==> src/cms_regs.vh <==
// Register offsets, reset values and field positions of the sequencer controls.
//
// Contract
// [RULE1] Driver enables reset 0x0F; bits 0-4 enable drivers.
// [RULE2] Enable bit 5 selects forced outdoor balance.
// [RULE3] Above outdoor threshold with bit: daylight 6500K.
// [RULE4] Command codes 0..6; command resets to 0.
// [RULE5] Positive command clears byte, runs program, resumes.
// [RULE6] Read-only state byte codes 0..9, default 3.
// [RULE7] Step control bit 0 selects step mode.
// [RULE8] Host writes bit 1 to advance one step.
// [RULE9] Flash kind 0 none..3 burst, reset 0.
// [RULE10] Flash kind bit 7 set when lock flashed.
// [RULE11] Exposure continuous weight default 8; 32 no averaging.
// [RULE12] Exposure steps default 2 continuous, 1 fast.
// [RULE13] Exposure fast weight default 32, no averaging.
// [RULE14] Balance continuous weight default 8; 32 disables.
// [RULE15] Balance continuous steps default 2.
// [RULE16] Balance fast weight default 32, disables averaging.
// [RULE17] Drivers time out after programmable frames, 30.
// [RULE18] Auto flash used when EV below flash threshold.
// [RULE19] Low-light options reset 0x60; bits 0-4 enable.
// [RULE20] Low-light range between gain min 0x51, max 0x5A. Code checks only the min; active for any gain at or above it.
// [RULE21] Virtual gain = vg/2 + dg1/16 + dg2/4.
// [RULE22] Saturation 128 means 100 percent; max 128, min 0.
// [RULE23] Step advance bit self-clears after one step.
// [RULE24] Host writes args, command, polls zero, reads result.
`ifndef CMS_REGS_VH
`define CMS_REGS_VH
`define CMS_OFS_TABLE 8'h00
`define CMS_OFS_TABLE_LO 8'h01
`define CMS_OFS_ENABLE 8'h02
`define CMS_OFS_CMD 8'h03
`define CMS_OFS_STATE 8'h04
`define CMS_OFS_STEP 8'h05
`define CMS_OFS_FLASH 8'h06
`define CMS_OFS_AE_CW 8'h07
`define CMS_OFS_AE_CS 8'h08
`define CMS_OFS_AE_FW 8'h09
`define CMS_OFS_AE_FS 8'h0A
`define CMS_OFS_WB_CW 8'h0B
`define CMS_OFS_WB_CS 8'h0C
`define CMS_OFS_WB_FW 8'h0D
`define CMS_OFS_WB_FS 8'h0E
`define CMS_OFS_TIMEOUT 8'h12
`define CMS_OFS_FLASH_TH 8'h13
`define CMS_OFS_OUT_TH 8'h14
`define CMS_OFS_LL_OPT 8'h15
`define CMS_OFS_LL_GMIN 8'h16
`define CMS_OFS_LL_GMAX 8'h17
`define CMS_OFS_SAT_MAX 8'h18
`define CMS_OFS_SAT_MIN 8'h19
`define CMS_OFS_ITH_MIN 8'h1A
`define CMS_OFS_ITH_MAX 8'h1B
`define CMS_RST_TABLE 16'hF06B
`define CMS_RST_TABLE_HI 8'hF0
`define CMS_RST_TABLE_LO 8'h6B
`define CMS_RST_ENABLE 8'h0F
`define CMS_RST_STATE 4'h3
`define CMS_RST_AE_CW 8'h08
`define CMS_RST_AE_CS 8'h02
`define CMS_RST_AE_FW 8'h20
`define CMS_RST_AE_FS 8'h01
`define CMS_RST_WB_CW 8'h08
`define CMS_RST_WB_CS 8'h02
`define CMS_RST_WB_FW 8'h20
`define CMS_RST_WB_FS 8'h01
`define CMS_RST_TIMEOUT 8'h1E
`define CMS_RST_OUT_TH 8'h0A
`define CMS_RST_LL_OPT 8'h60
`define CMS_RST_LL_GMIN 8'h51
`define CMS_RST_LL_GMAX 8'h5A
`define CMS_RST_SAT_MAX 8'h80
`define CMS_RST_ITH_MIN 8'h10
`define CMS_RST_ITH_MAX 8'h40
`define CMS_BIT_OUTDOOR 5
`define CMS_BIT_STEP_ON 0
`define CMS_BIT_STEP_GO 1
`define CMS_BIT_FLASH_LOCK 7
`define CMS_CMD_LAST 8'h06
`define CMS_CMD_LOCK 8'h04
`define CMS_PROG_CYCLES 4'h4
`endif

==> src/cms_seq_ctrl.v <==
// Sequencer control variables, command interpreter and state tracker.
`timescale 1ns/10ps
`include "cms_regs.vh"
module cms_seq_ctrl (
  input wire clock,
  input wire rst,
  input wire wr_en,
  input wire rd_en,
  input wire [7:0] addr,
  input wire [7:0] wr_data,
  output reg [7:0] rd_data_ff,
  output reg rd_valid_ff,
  input wire frame_start,
  input wire flash_fired,
  input wire [7:0] current_ev,
  input wire [7:0] exposure_virtual_gain,
  input wire [7:0] exposure_digital_gain_first,
  input wire [7:0] exposure_digital_gain_second,
  output reg [4:0] driver_enables_ff,
  output reg daylight_force_ff,
  output reg flash_use_ff,
  output reg driver_timeout_ff,
  output reg [7:0] low_light_gain_ff,
  output reg low_light_active_ff,
  output reg [3:0] state_ff,
  output reg busy_ff
);

  ////////////////////////////////////////////////////////////////////////////
  // Control variables.
  reg [7:0] enable_ff;
  reg [7:0] cmd_ff;
  reg [1:0] step_ff;
  reg [7:0] flash_ff;
  reg [7:0] ae_cw_ff, ae_cs_ff, ae_fw_ff, ae_fs_ff;
  reg [7:0] wb_cw_ff, wb_cs_ff, wb_fw_ff, wb_fs_ff;
  reg [7:0] timeout_ff, flash_th_ff, out_th_ff, ll_opt_ff;
  reg [7:0] ll_gmin_ff, ll_gmax_ff, sat_max_ff, sat_min_ff;
  reg [7:0] ith_min_ff, ith_max_ff;
  reg [7:0] run_cmd_ff;
  reg [3:0] prog_cnt_ff;
  reg [7:0] frame_cnt_ff;
  reg [3:0] nxt_state;
  reg [7:0] rd_mux;
  wire step_ok;
  wire [8:0] gain_sum;
  wire cmd_wr;
  wire [3:0] leave_state;

  localparam ST_IDLE = 2'b01;
  localparam ST_PROG = 2'b10;

  // Codes reported in the state byte.
  localparam SQ_INIT = 4'h0;
  localparam SQ_PV_CHANGE = 4'h1;
  localparam SQ_PV_ENTER = 4'h2;
  localparam SQ_PREVIEW = 4'h3;
  localparam SQ_PV_LEAVE = 4'h4;
  localparam SQ_CP_CHANGE = 4'h5;
  localparam SQ_CP_ENTER = 4'h6;
  localparam SQ_CAPTURE = 4'h7;
  localparam SQ_CP_LEAVE = 4'h8;
  localparam SQ_STANDBY = 4'h9;
  reg [1:0] fsm_ff;

  assign cmd_wr = wr_en && addr == `CMS_OFS_CMD && wr_data != 8'h00;
  // In step mode the sequence only moves when a step is requested.
  assign step_ok = !step_ff[`CMS_BIT_STEP_ON] || step_ff[`CMS_BIT_STEP_GO]; // RULE7 RULE8
  assign gain_sum = {2'b00, exposure_virtual_gain[7:1]} // RULE21
    + {5'h00, exposure_digital_gain_first[7:4]}
    + {3'h0, exposure_digital_gain_second[7:2]};
  // Leaving a running mode passes through its leave phase first.
  assign leave_state = (state_ff == SQ_PREVIEW) ? SQ_PV_LEAVE :
    (state_ff == SQ_CAPTURE) ? SQ_CP_LEAVE : state_ff;

  always @(posedge clock or posedge rst) begin
    if (rst) begin
      enable_ff <= `CMS_RST_ENABLE; // RULE1
      step_ff <= 2'h0; // RULE7
      flash_ff <= 8'h00; // RULE9
      ae_cw_ff <= `CMS_RST_AE_CW; // RULE11
      ae_cs_ff <= `CMS_RST_AE_CS; // RULE12
      ae_fw_ff <= `CMS_RST_AE_FW; // RULE13
      ae_fs_ff <= `CMS_RST_AE_FS; // RULE12
      wb_cw_ff <= `CMS_RST_WB_CW; // RULE14
      wb_cs_ff <= `CMS_RST_WB_CS; // RULE15
      wb_fw_ff <= `CMS_RST_WB_FW; // RULE16
      wb_fs_ff <= `CMS_RST_WB_FS;
      timeout_ff <= `CMS_RST_TIMEOUT; // RULE17
      flash_th_ff <= 8'h00; // RULE18
      out_th_ff <= `CMS_RST_OUT_TH; // RULE3
      ll_opt_ff <= `CMS_RST_LL_OPT; // RULE19
      ll_gmin_ff <= `CMS_RST_LL_GMIN; // RULE20
      ll_gmax_ff <= `CMS_RST_LL_GMAX; // RULE20
      sat_max_ff <= `CMS_RST_SAT_MAX; // RULE22
      sat_min_ff <= 8'h00; // RULE22
      ith_min_ff <= `CMS_RST_ITH_MIN;
      ith_max_ff <= `CMS_RST_ITH_MAX;
    end else begin
      if (wr_en) begin
        case (addr)
          `CMS_OFS_ENABLE: enable_ff <= wr_data;
          `CMS_OFS_STEP: step_ff <= wr_data[1:0];
          `CMS_OFS_FLASH: flash_ff <= wr_data;
          `CMS_OFS_AE_CW: ae_cw_ff <= wr_data;
          `CMS_OFS_AE_CS: ae_cs_ff <= wr_data;
          `CMS_OFS_AE_FW: ae_fw_ff <= wr_data;
          `CMS_OFS_AE_FS: ae_fs_ff <= wr_data;
          `CMS_OFS_WB_CW: wb_cw_ff <= wr_data;
          `CMS_OFS_WB_CS: wb_cs_ff <= wr_data;
          `CMS_OFS_WB_FW: wb_fw_ff <= wr_data;
          `CMS_OFS_WB_FS: wb_fs_ff <= wr_data;
          `CMS_OFS_TIMEOUT: timeout_ff <= wr_data;
          `CMS_OFS_FLASH_TH: flash_th_ff <= wr_data;
          `CMS_OFS_OUT_TH: out_th_ff <= wr_data;
          `CMS_OFS_LL_OPT: ll_opt_ff <= wr_data;
          `CMS_OFS_LL_GMIN: ll_gmin_ff <= wr_data;
          `CMS_OFS_LL_GMAX: ll_gmax_ff <= wr_data;
          `CMS_OFS_SAT_MAX: sat_max_ff <= wr_data;
          `CMS_OFS_SAT_MIN: sat_min_ff <= wr_data;
          `CMS_OFS_ITH_MIN: ith_min_ff <= wr_data;
          `CMS_OFS_ITH_MAX: ith_max_ff <= wr_data;
          default: ;
        endcase
      end
      // Hardware clear of the step request; a new host write wins.
      if (step_ff[`CMS_BIT_STEP_GO] && fsm_ff == ST_PROG &&
          !(wr_en && addr == `CMS_OFS_STEP)) begin
        step_ff[`CMS_BIT_STEP_GO] <= 1'b0; // RULE23
      end
      // Flash flag during the lock program; set beats a host write.
      if (fsm_ff == ST_PROG && run_cmd_ff == `CMS_CMD_LOCK && flash_fired) begin
        flash_ff[`CMS_BIT_FLASH_LOCK] <= 1'b1; // RULE10
      end
    end
  end

  ////////////////////////////////////////////////////////////////////////////
  // Command interpreter.
  // For commands 1 and 2 each enabled program step moves the reported state one phase on,
  // except that the first step holds it outside preview and capture; the walk assumes a program of four steps.
  always @* begin
    nxt_state = state_ff;
    case (run_cmd_ff)
      8'h01: begin
        case (prog_cnt_ff)
          `CMS_PROG_CYCLES: nxt_state = leave_state;
          4'h3: nxt_state = SQ_PV_CHANGE;
          4'h2: nxt_state = SQ_PV_ENTER;
          default: nxt_state = SQ_PREVIEW;
        endcase
      end
      8'h02: begin
        case (prog_cnt_ff)
          `CMS_PROG_CYCLES: nxt_state = leave_state;
          4'h3: nxt_state = SQ_CP_CHANGE;
          4'h2: nxt_state = SQ_CP_ENTER;
          default: nxt_state = SQ_CAPTURE;
        endcase
      end
      8'h03: begin
        case (prog_cnt_ff)
          4'h1: nxt_state = SQ_STANDBY;
          default: nxt_state = leave_state;
        endcase
      end
      default: nxt_state = state_ff;
    endcase
  end

  always @(posedge clock or posedge rst) begin
    if (rst) begin
      fsm_ff <= ST_IDLE;
      cmd_ff <= 8'h00; // RULE4
      run_cmd_ff <= 8'h00;
      prog_cnt_ff <= 4'h0;
      state_ff <= `CMS_RST_STATE; // RULE6
      busy_ff <= 1'b0;
    end else begin
      case (fsm_ff)
        ST_IDLE: begin
          if (cmd_wr && wr_data <= `CMS_CMD_LAST) begin
            cmd_ff <= wr_data; // RULE4
            run_cmd_ff <= wr_data;
            prog_cnt_ff <= `CMS_PROG_CYCLES;
            busy_ff <= 1'b1;
            fsm_ff <= ST_PROG;
          end
        end
        ST_PROG: begin
          cmd_ff <= 8'h00; // RULE5
          if (step_ok) begin
            state_ff <= nxt_state; // RULE5 RULE6
            if (prog_cnt_ff == 4'h1) begin
              busy_ff <= 1'b0;
              run_cmd_ff <= 8'h00;
              fsm_ff <= ST_IDLE;
            end
            prog_cnt_ff <= prog_cnt_ff - 4'h1;
          end
        end
        default: fsm_ff <= ST_IDLE;
      endcase
    end
  end

  ////////////////////////////////////////////////////////////////////////////
  // Driver-facing decisions.
  always @(posedge clock or posedge rst) begin
    if (rst) begin
      driver_enables_ff <= 5'h0F;
      daylight_force_ff <= 1'b0;
      flash_use_ff <= 1'b0;
      driver_timeout_ff <= 1'b0;
      frame_cnt_ff <= 8'h00;
      low_light_gain_ff <= 8'h00;
      low_light_active_ff <= 1'b0;
    end else begin
      driver_enables_ff <= enable_ff[4:0]; // RULE1
      daylight_force_ff <= enable_ff[`CMS_BIT_OUTDOOR] && // RULE2
        current_ev > out_th_ff; // RULE3
      flash_use_ff <= current_ev < flash_th_ff; // RULE18
      low_light_gain_ff <= gain_sum[8] ? 8'hFF : gain_sum[7:0]; // RULE21
      low_light_active_ff <= gain_sum >= {1'b0, ll_gmin_ff}; // RULE20
      if (busy_ff && frame_start) begin
        if (frame_cnt_ff + 8'h01 >= timeout_ff) begin
          driver_timeout_ff <= 1'b1; // RULE17
        end else begin
          frame_cnt_ff <= frame_cnt_ff + 8'h01;
        end
      end else if (!busy_ff) begin
        frame_cnt_ff <= 8'h00;
        driver_timeout_ff <= 1'b0;
      end
    end
  end

  ////////////////////////////////////////////////////////////////////////////
  // Read port.
  always @* begin
    case (addr)
      `CMS_OFS_TABLE: rd_mux = `CMS_RST_TABLE_HI;
      `CMS_OFS_TABLE_LO: rd_mux = `CMS_RST_TABLE_LO;
      `CMS_OFS_ENABLE: rd_mux = enable_ff;
      `CMS_OFS_CMD: rd_mux = cmd_ff;
      `CMS_OFS_STATE: rd_mux = {4'h0, state_ff}; // RULE6
      `CMS_OFS_STEP: rd_mux = {6'h00, step_ff};
      `CMS_OFS_FLASH: rd_mux = flash_ff;
      `CMS_OFS_AE_CW: rd_mux = ae_cw_ff;
      `CMS_OFS_AE_CS: rd_mux = ae_cs_ff;
      `CMS_OFS_AE_FW: rd_mux = ae_fw_ff;
      `CMS_OFS_AE_FS: rd_mux = ae_fs_ff;
      `CMS_OFS_WB_CW: rd_mux = wb_cw_ff;
      `CMS_OFS_WB_CS: rd_mux = wb_cs_ff;
      `CMS_OFS_WB_FW: rd_mux = wb_fw_ff;
      `CMS_OFS_WB_FS: rd_mux = wb_fs_ff;
      `CMS_OFS_TIMEOUT: rd_mux = timeout_ff;
      `CMS_OFS_FLASH_TH: rd_mux = flash_th_ff;
      `CMS_OFS_OUT_TH: rd_mux = out_th_ff;
      `CMS_OFS_LL_OPT: rd_mux = ll_opt_ff;
      `CMS_OFS_LL_GMIN: rd_mux = ll_gmin_ff;
      `CMS_OFS_LL_GMAX: rd_mux = ll_gmax_ff;
      `CMS_OFS_SAT_MAX: rd_mux = sat_max_ff;
      `CMS_OFS_SAT_MIN: rd_mux = sat_min_ff;
      `CMS_OFS_ITH_MIN: rd_mux = ith_min_ff;
      `CMS_OFS_ITH_MAX: rd_mux = ith_max_ff;
      default: rd_mux = 8'h00;
    endcase
  end

  always @(posedge clock or posedge rst) begin
    if (rst) begin
      rd_data_ff <= 8'h00;
      rd_valid_ff <= 1'b0;
    end else begin
      rd_valid_ff <= rd_en;
      if (rd_en) begin
        rd_data_ff <= rd_mux;
      end
    end
  end

endmodule // cms_seq_ctrl

==> config.mk <==
export PLATFORM = sky130hd
export DESIGN_NAME = cms_seq_ctrl
export DESIGN_NICKNAME = d
export VERILOG_FILES = /design/src/cms_seq_ctrl.v
export VERILOG_INCLUDE_DIRS = /design/src
export SDC_FILE = /design/constraint.sdc
export NUM_CORES = 1
export LEC_CHECK = 0
export ABC_AREA = 1
export BUFFER_PORTS_ARGS = -buffer_cell sky130_fd_sc_hd__buf_2
export CAP_MARGIN = 20
export CORE_MARGIN = 2
export CORE_UTILIZATION = 61
export DETAILED_ROUTE_END_ITERATION = 16
export PLACE_DENSITY = 0.9
export SYNTH_ARGS = -nofsm -noshare
export SYNTH_HDL_FRONTEND = slang
export SYNTH_SLANG_ARGS = --single-unit
==> constraint.sdc <==
create_clock -name clock -period 9.5 [get_ports clock]
set_clock_uncertainty 0.1 [all_clocks]
set_input_delay 1.425 -clock clock [delete_from_list [all_inputs] [get_ports clock]]
set_output_delay 1.425 -clock clock [all_outputs]
set_load 0.05 [all_outputs]
==> flow_summary.ini <==
[timing]
grt_setup_unrepaired = false
whs_ps = 278.1
fin_crit_ps = 3976
finalCritPeriodShare_pct = 41.85
relSlewSlack_pct = 28.19
fmax_mhz = 251.5
finalHoldViolCount = 0
worst_pin_slew_ps = 1073
setup_viol = 0
setup_tns_ps = 0
final_max_slew_viol_count = 0

[global_route]
first_global_vias = 9742
grt_max_degree = 87
antenna_found_initial = 1
grt-ovfl-total = 0
gr-usage-all-layers_pct = 31.24
grt_pass1_wl_um = 49220

[routing]
drt_first_pass_iters = 7
drtAntennaViolNets = 0
drtIter0Drc = 1309
drc_errors = 0
wl_per_cell_um = 17.85
via_per_inst = 6.011
routed_wl_um = 30210
num_vias = 10170

[yosys]
ys_seq_elements = 223
syn_area_sq_um = 11280
syn_inst = 1397
synth_ff_type = dfrtp_1
synth_area_leader_cell = dfrtp_1
ys_warn_count = 0
yosysSeqAreaShare_pct = 49.88
synthArstFlopShare_pct = 100.0
syn_area_per_cell_sq_um = 8.074
synth_nets = 1500
ys_top_cells_by_area = dfrtp_1, nand2_1, dfstp_2
synth_top_area_share_pct = 41.26
synthDistinctLibCells = 42
synth_edf_count = 0

[floorplan]
start_util_pct = 62.58
die_h_um = 140.0
row_count = 49
die_area_sq_um = 19590
core_sq_um = 18020
ios = 85
die_w_um = 140.0

[power]
max-vdd-ir-drop_mv = 0.1351
power_uw = 2203
power_density_nw_per_um2 = 175.5
p_leak_uw = 0.006285

[clock_tree]
cts_tree = built
ctsHoldBuffers = 0
cts_root_buffer = clkbuf_16
clk_pin_slew_ps = 60
cts_resized = 0
clk_latency_ps = 530
clockBufferDepth = 3
numCtsBuffers = 24
h-tree-depth = 1
cts.sink_count = 223
cts_setup_buffers = 0

[critical_path]
crit_path_top_delay_cell = fa_1
cp_cell_sequence = buf_2, inv_1, fa_1, inv_1, ha_1, fa_1, a31oi_1, inv_1, a21oi_1, o21bai_1, ha_1, nand2_1, or4_1, o2111ai_1
path_delay_family = adder cells
cpPeakStageDelay_ps = 540
path_class = in2reg
r2r_slack_ps = 6770
path_max_fanout = 3
crit_path_end_kind = flip-flop
crit_arrival_ps = 4310
worstPathRequired_ps = 9840
critPathLaunchType = input pin
crit_top_cell = inv_1
path_buf_inv = 4

[place]
dp_cells = 1646
gp_congestion = 0.9877
hpwl_um = 19650
portBuffers = 77

[final_layout]
finalNonFillerCells = 1692
final_common_cell = nand2_1
multi_input_area_sq_um = 4980
seq_area_sq_um = 5627
drive_gt1_share_pct = 12.59
final_cell_mix = nand2_1, nand3_1, dfrtp_1, o21ai_0, inv_1
fillerInstances = 1301
layout.nets = 1547
final_util_pct = 69.62
syn_to_final_growth_pct = 11.25

[job]
cap_viol_max_count = 0

[status]
status = finished clean

[hold_path]
worstHoldPathType = reg2reg
## worst reg2reg max path, delay by kind of cell (launching register included)
kind                       cells  cell delay (ps)
AOI/OAI and AO/OA              3              370
DFF                            1              410
xor gates and xnor gates       1              240
and+or+nand+nor                6              950
buffers and inverters          1               90
adders and majority gates      2              460
## power by group
group | internal, uW | switching [uW]
logic | 71.5 | 184
clock network | 535 | 382
registers | 1000 | 27.0
## cells in the mapped netlist (all sizes together), types with 2 or more instances
library cell and instances:
a31oi 3, buf 23, nand4 10, a21o 2
o21bai 2, a21oi 23, nor3 9, ha 44
dfstp 37, xor2 7, and3 2, dfrtp 186
o21ai 179, nand2 399, clkinv 2, nand3 194
o22ai 2, nor2 108, fa 5, inv 109
clkbuf 40, nor4 2
## stage by stage
step	instance area [sq um]	setup WS, ps
floorplan	11280	1930
global placement	11750	5108
detailed placement	11750	4998
CTS	12520	5538
global route	12550	5349
finish	12550	5524
## cell type report
type	instances	share of cell area [%]
diodes	1	0.01994
multi-input cells	1000	39.68
well taps	229	2.283
inverters	111	3.390
clock inverters	6	0.5285
clock buffers	38	5.604
flip-flops and latches	223	44.84
repair buffers	84	3.649
## cell families after synthesis
group,Yosys count,share of synthesized area (%)
xor gates and xnor gates,8,0.6212
and+or+nand+nor,727,27.78
adders and majority gates,49,5.768
AOI/OAI and AO/OA,216,9.872
DFF,223,49.88
buffers and inverters,174,6.079
## worst paths after layout
check,startpoint,to,cells after the start
min in group asynchronous,rst,wb_fs_ff[4]$_DFFE_PP0P_,2
worst max register to register,frame_cnt_ff[0]$_DFFE_PP0P_,frame_cnt_ff[4]$_DFFE_PP0P_,13
worst min register to register,enable_ff[3]$_DFFE_PP1P_,driver_enables_ff[3]$_DFF_PP1_,0
max in group asynchronous,rst,out_th_ff[2]$_DFFE_PP0P_,5
worst min-delay path,enable_ff[3]$_DFFE_PP1P_,driver_enables_ff[3]$_DFF_PP1_,0
worst max-delay path,exposure_virtual_gain[2],low_light_active_ff$_DFF_PP0_,14
## layer usage
layer	GRT usage (%)	vias up	routed length (um)	share of wire, %
met4	14.00	0	1695	5.6
met1	40.67	4772	11400	38
li1	-	4680	-	-
met3	5.778	137	3036	10
met2	51.50	581	14080	47
met5	0	-	0	0
No activity file was read; power rests on OpenSTA's default activity.
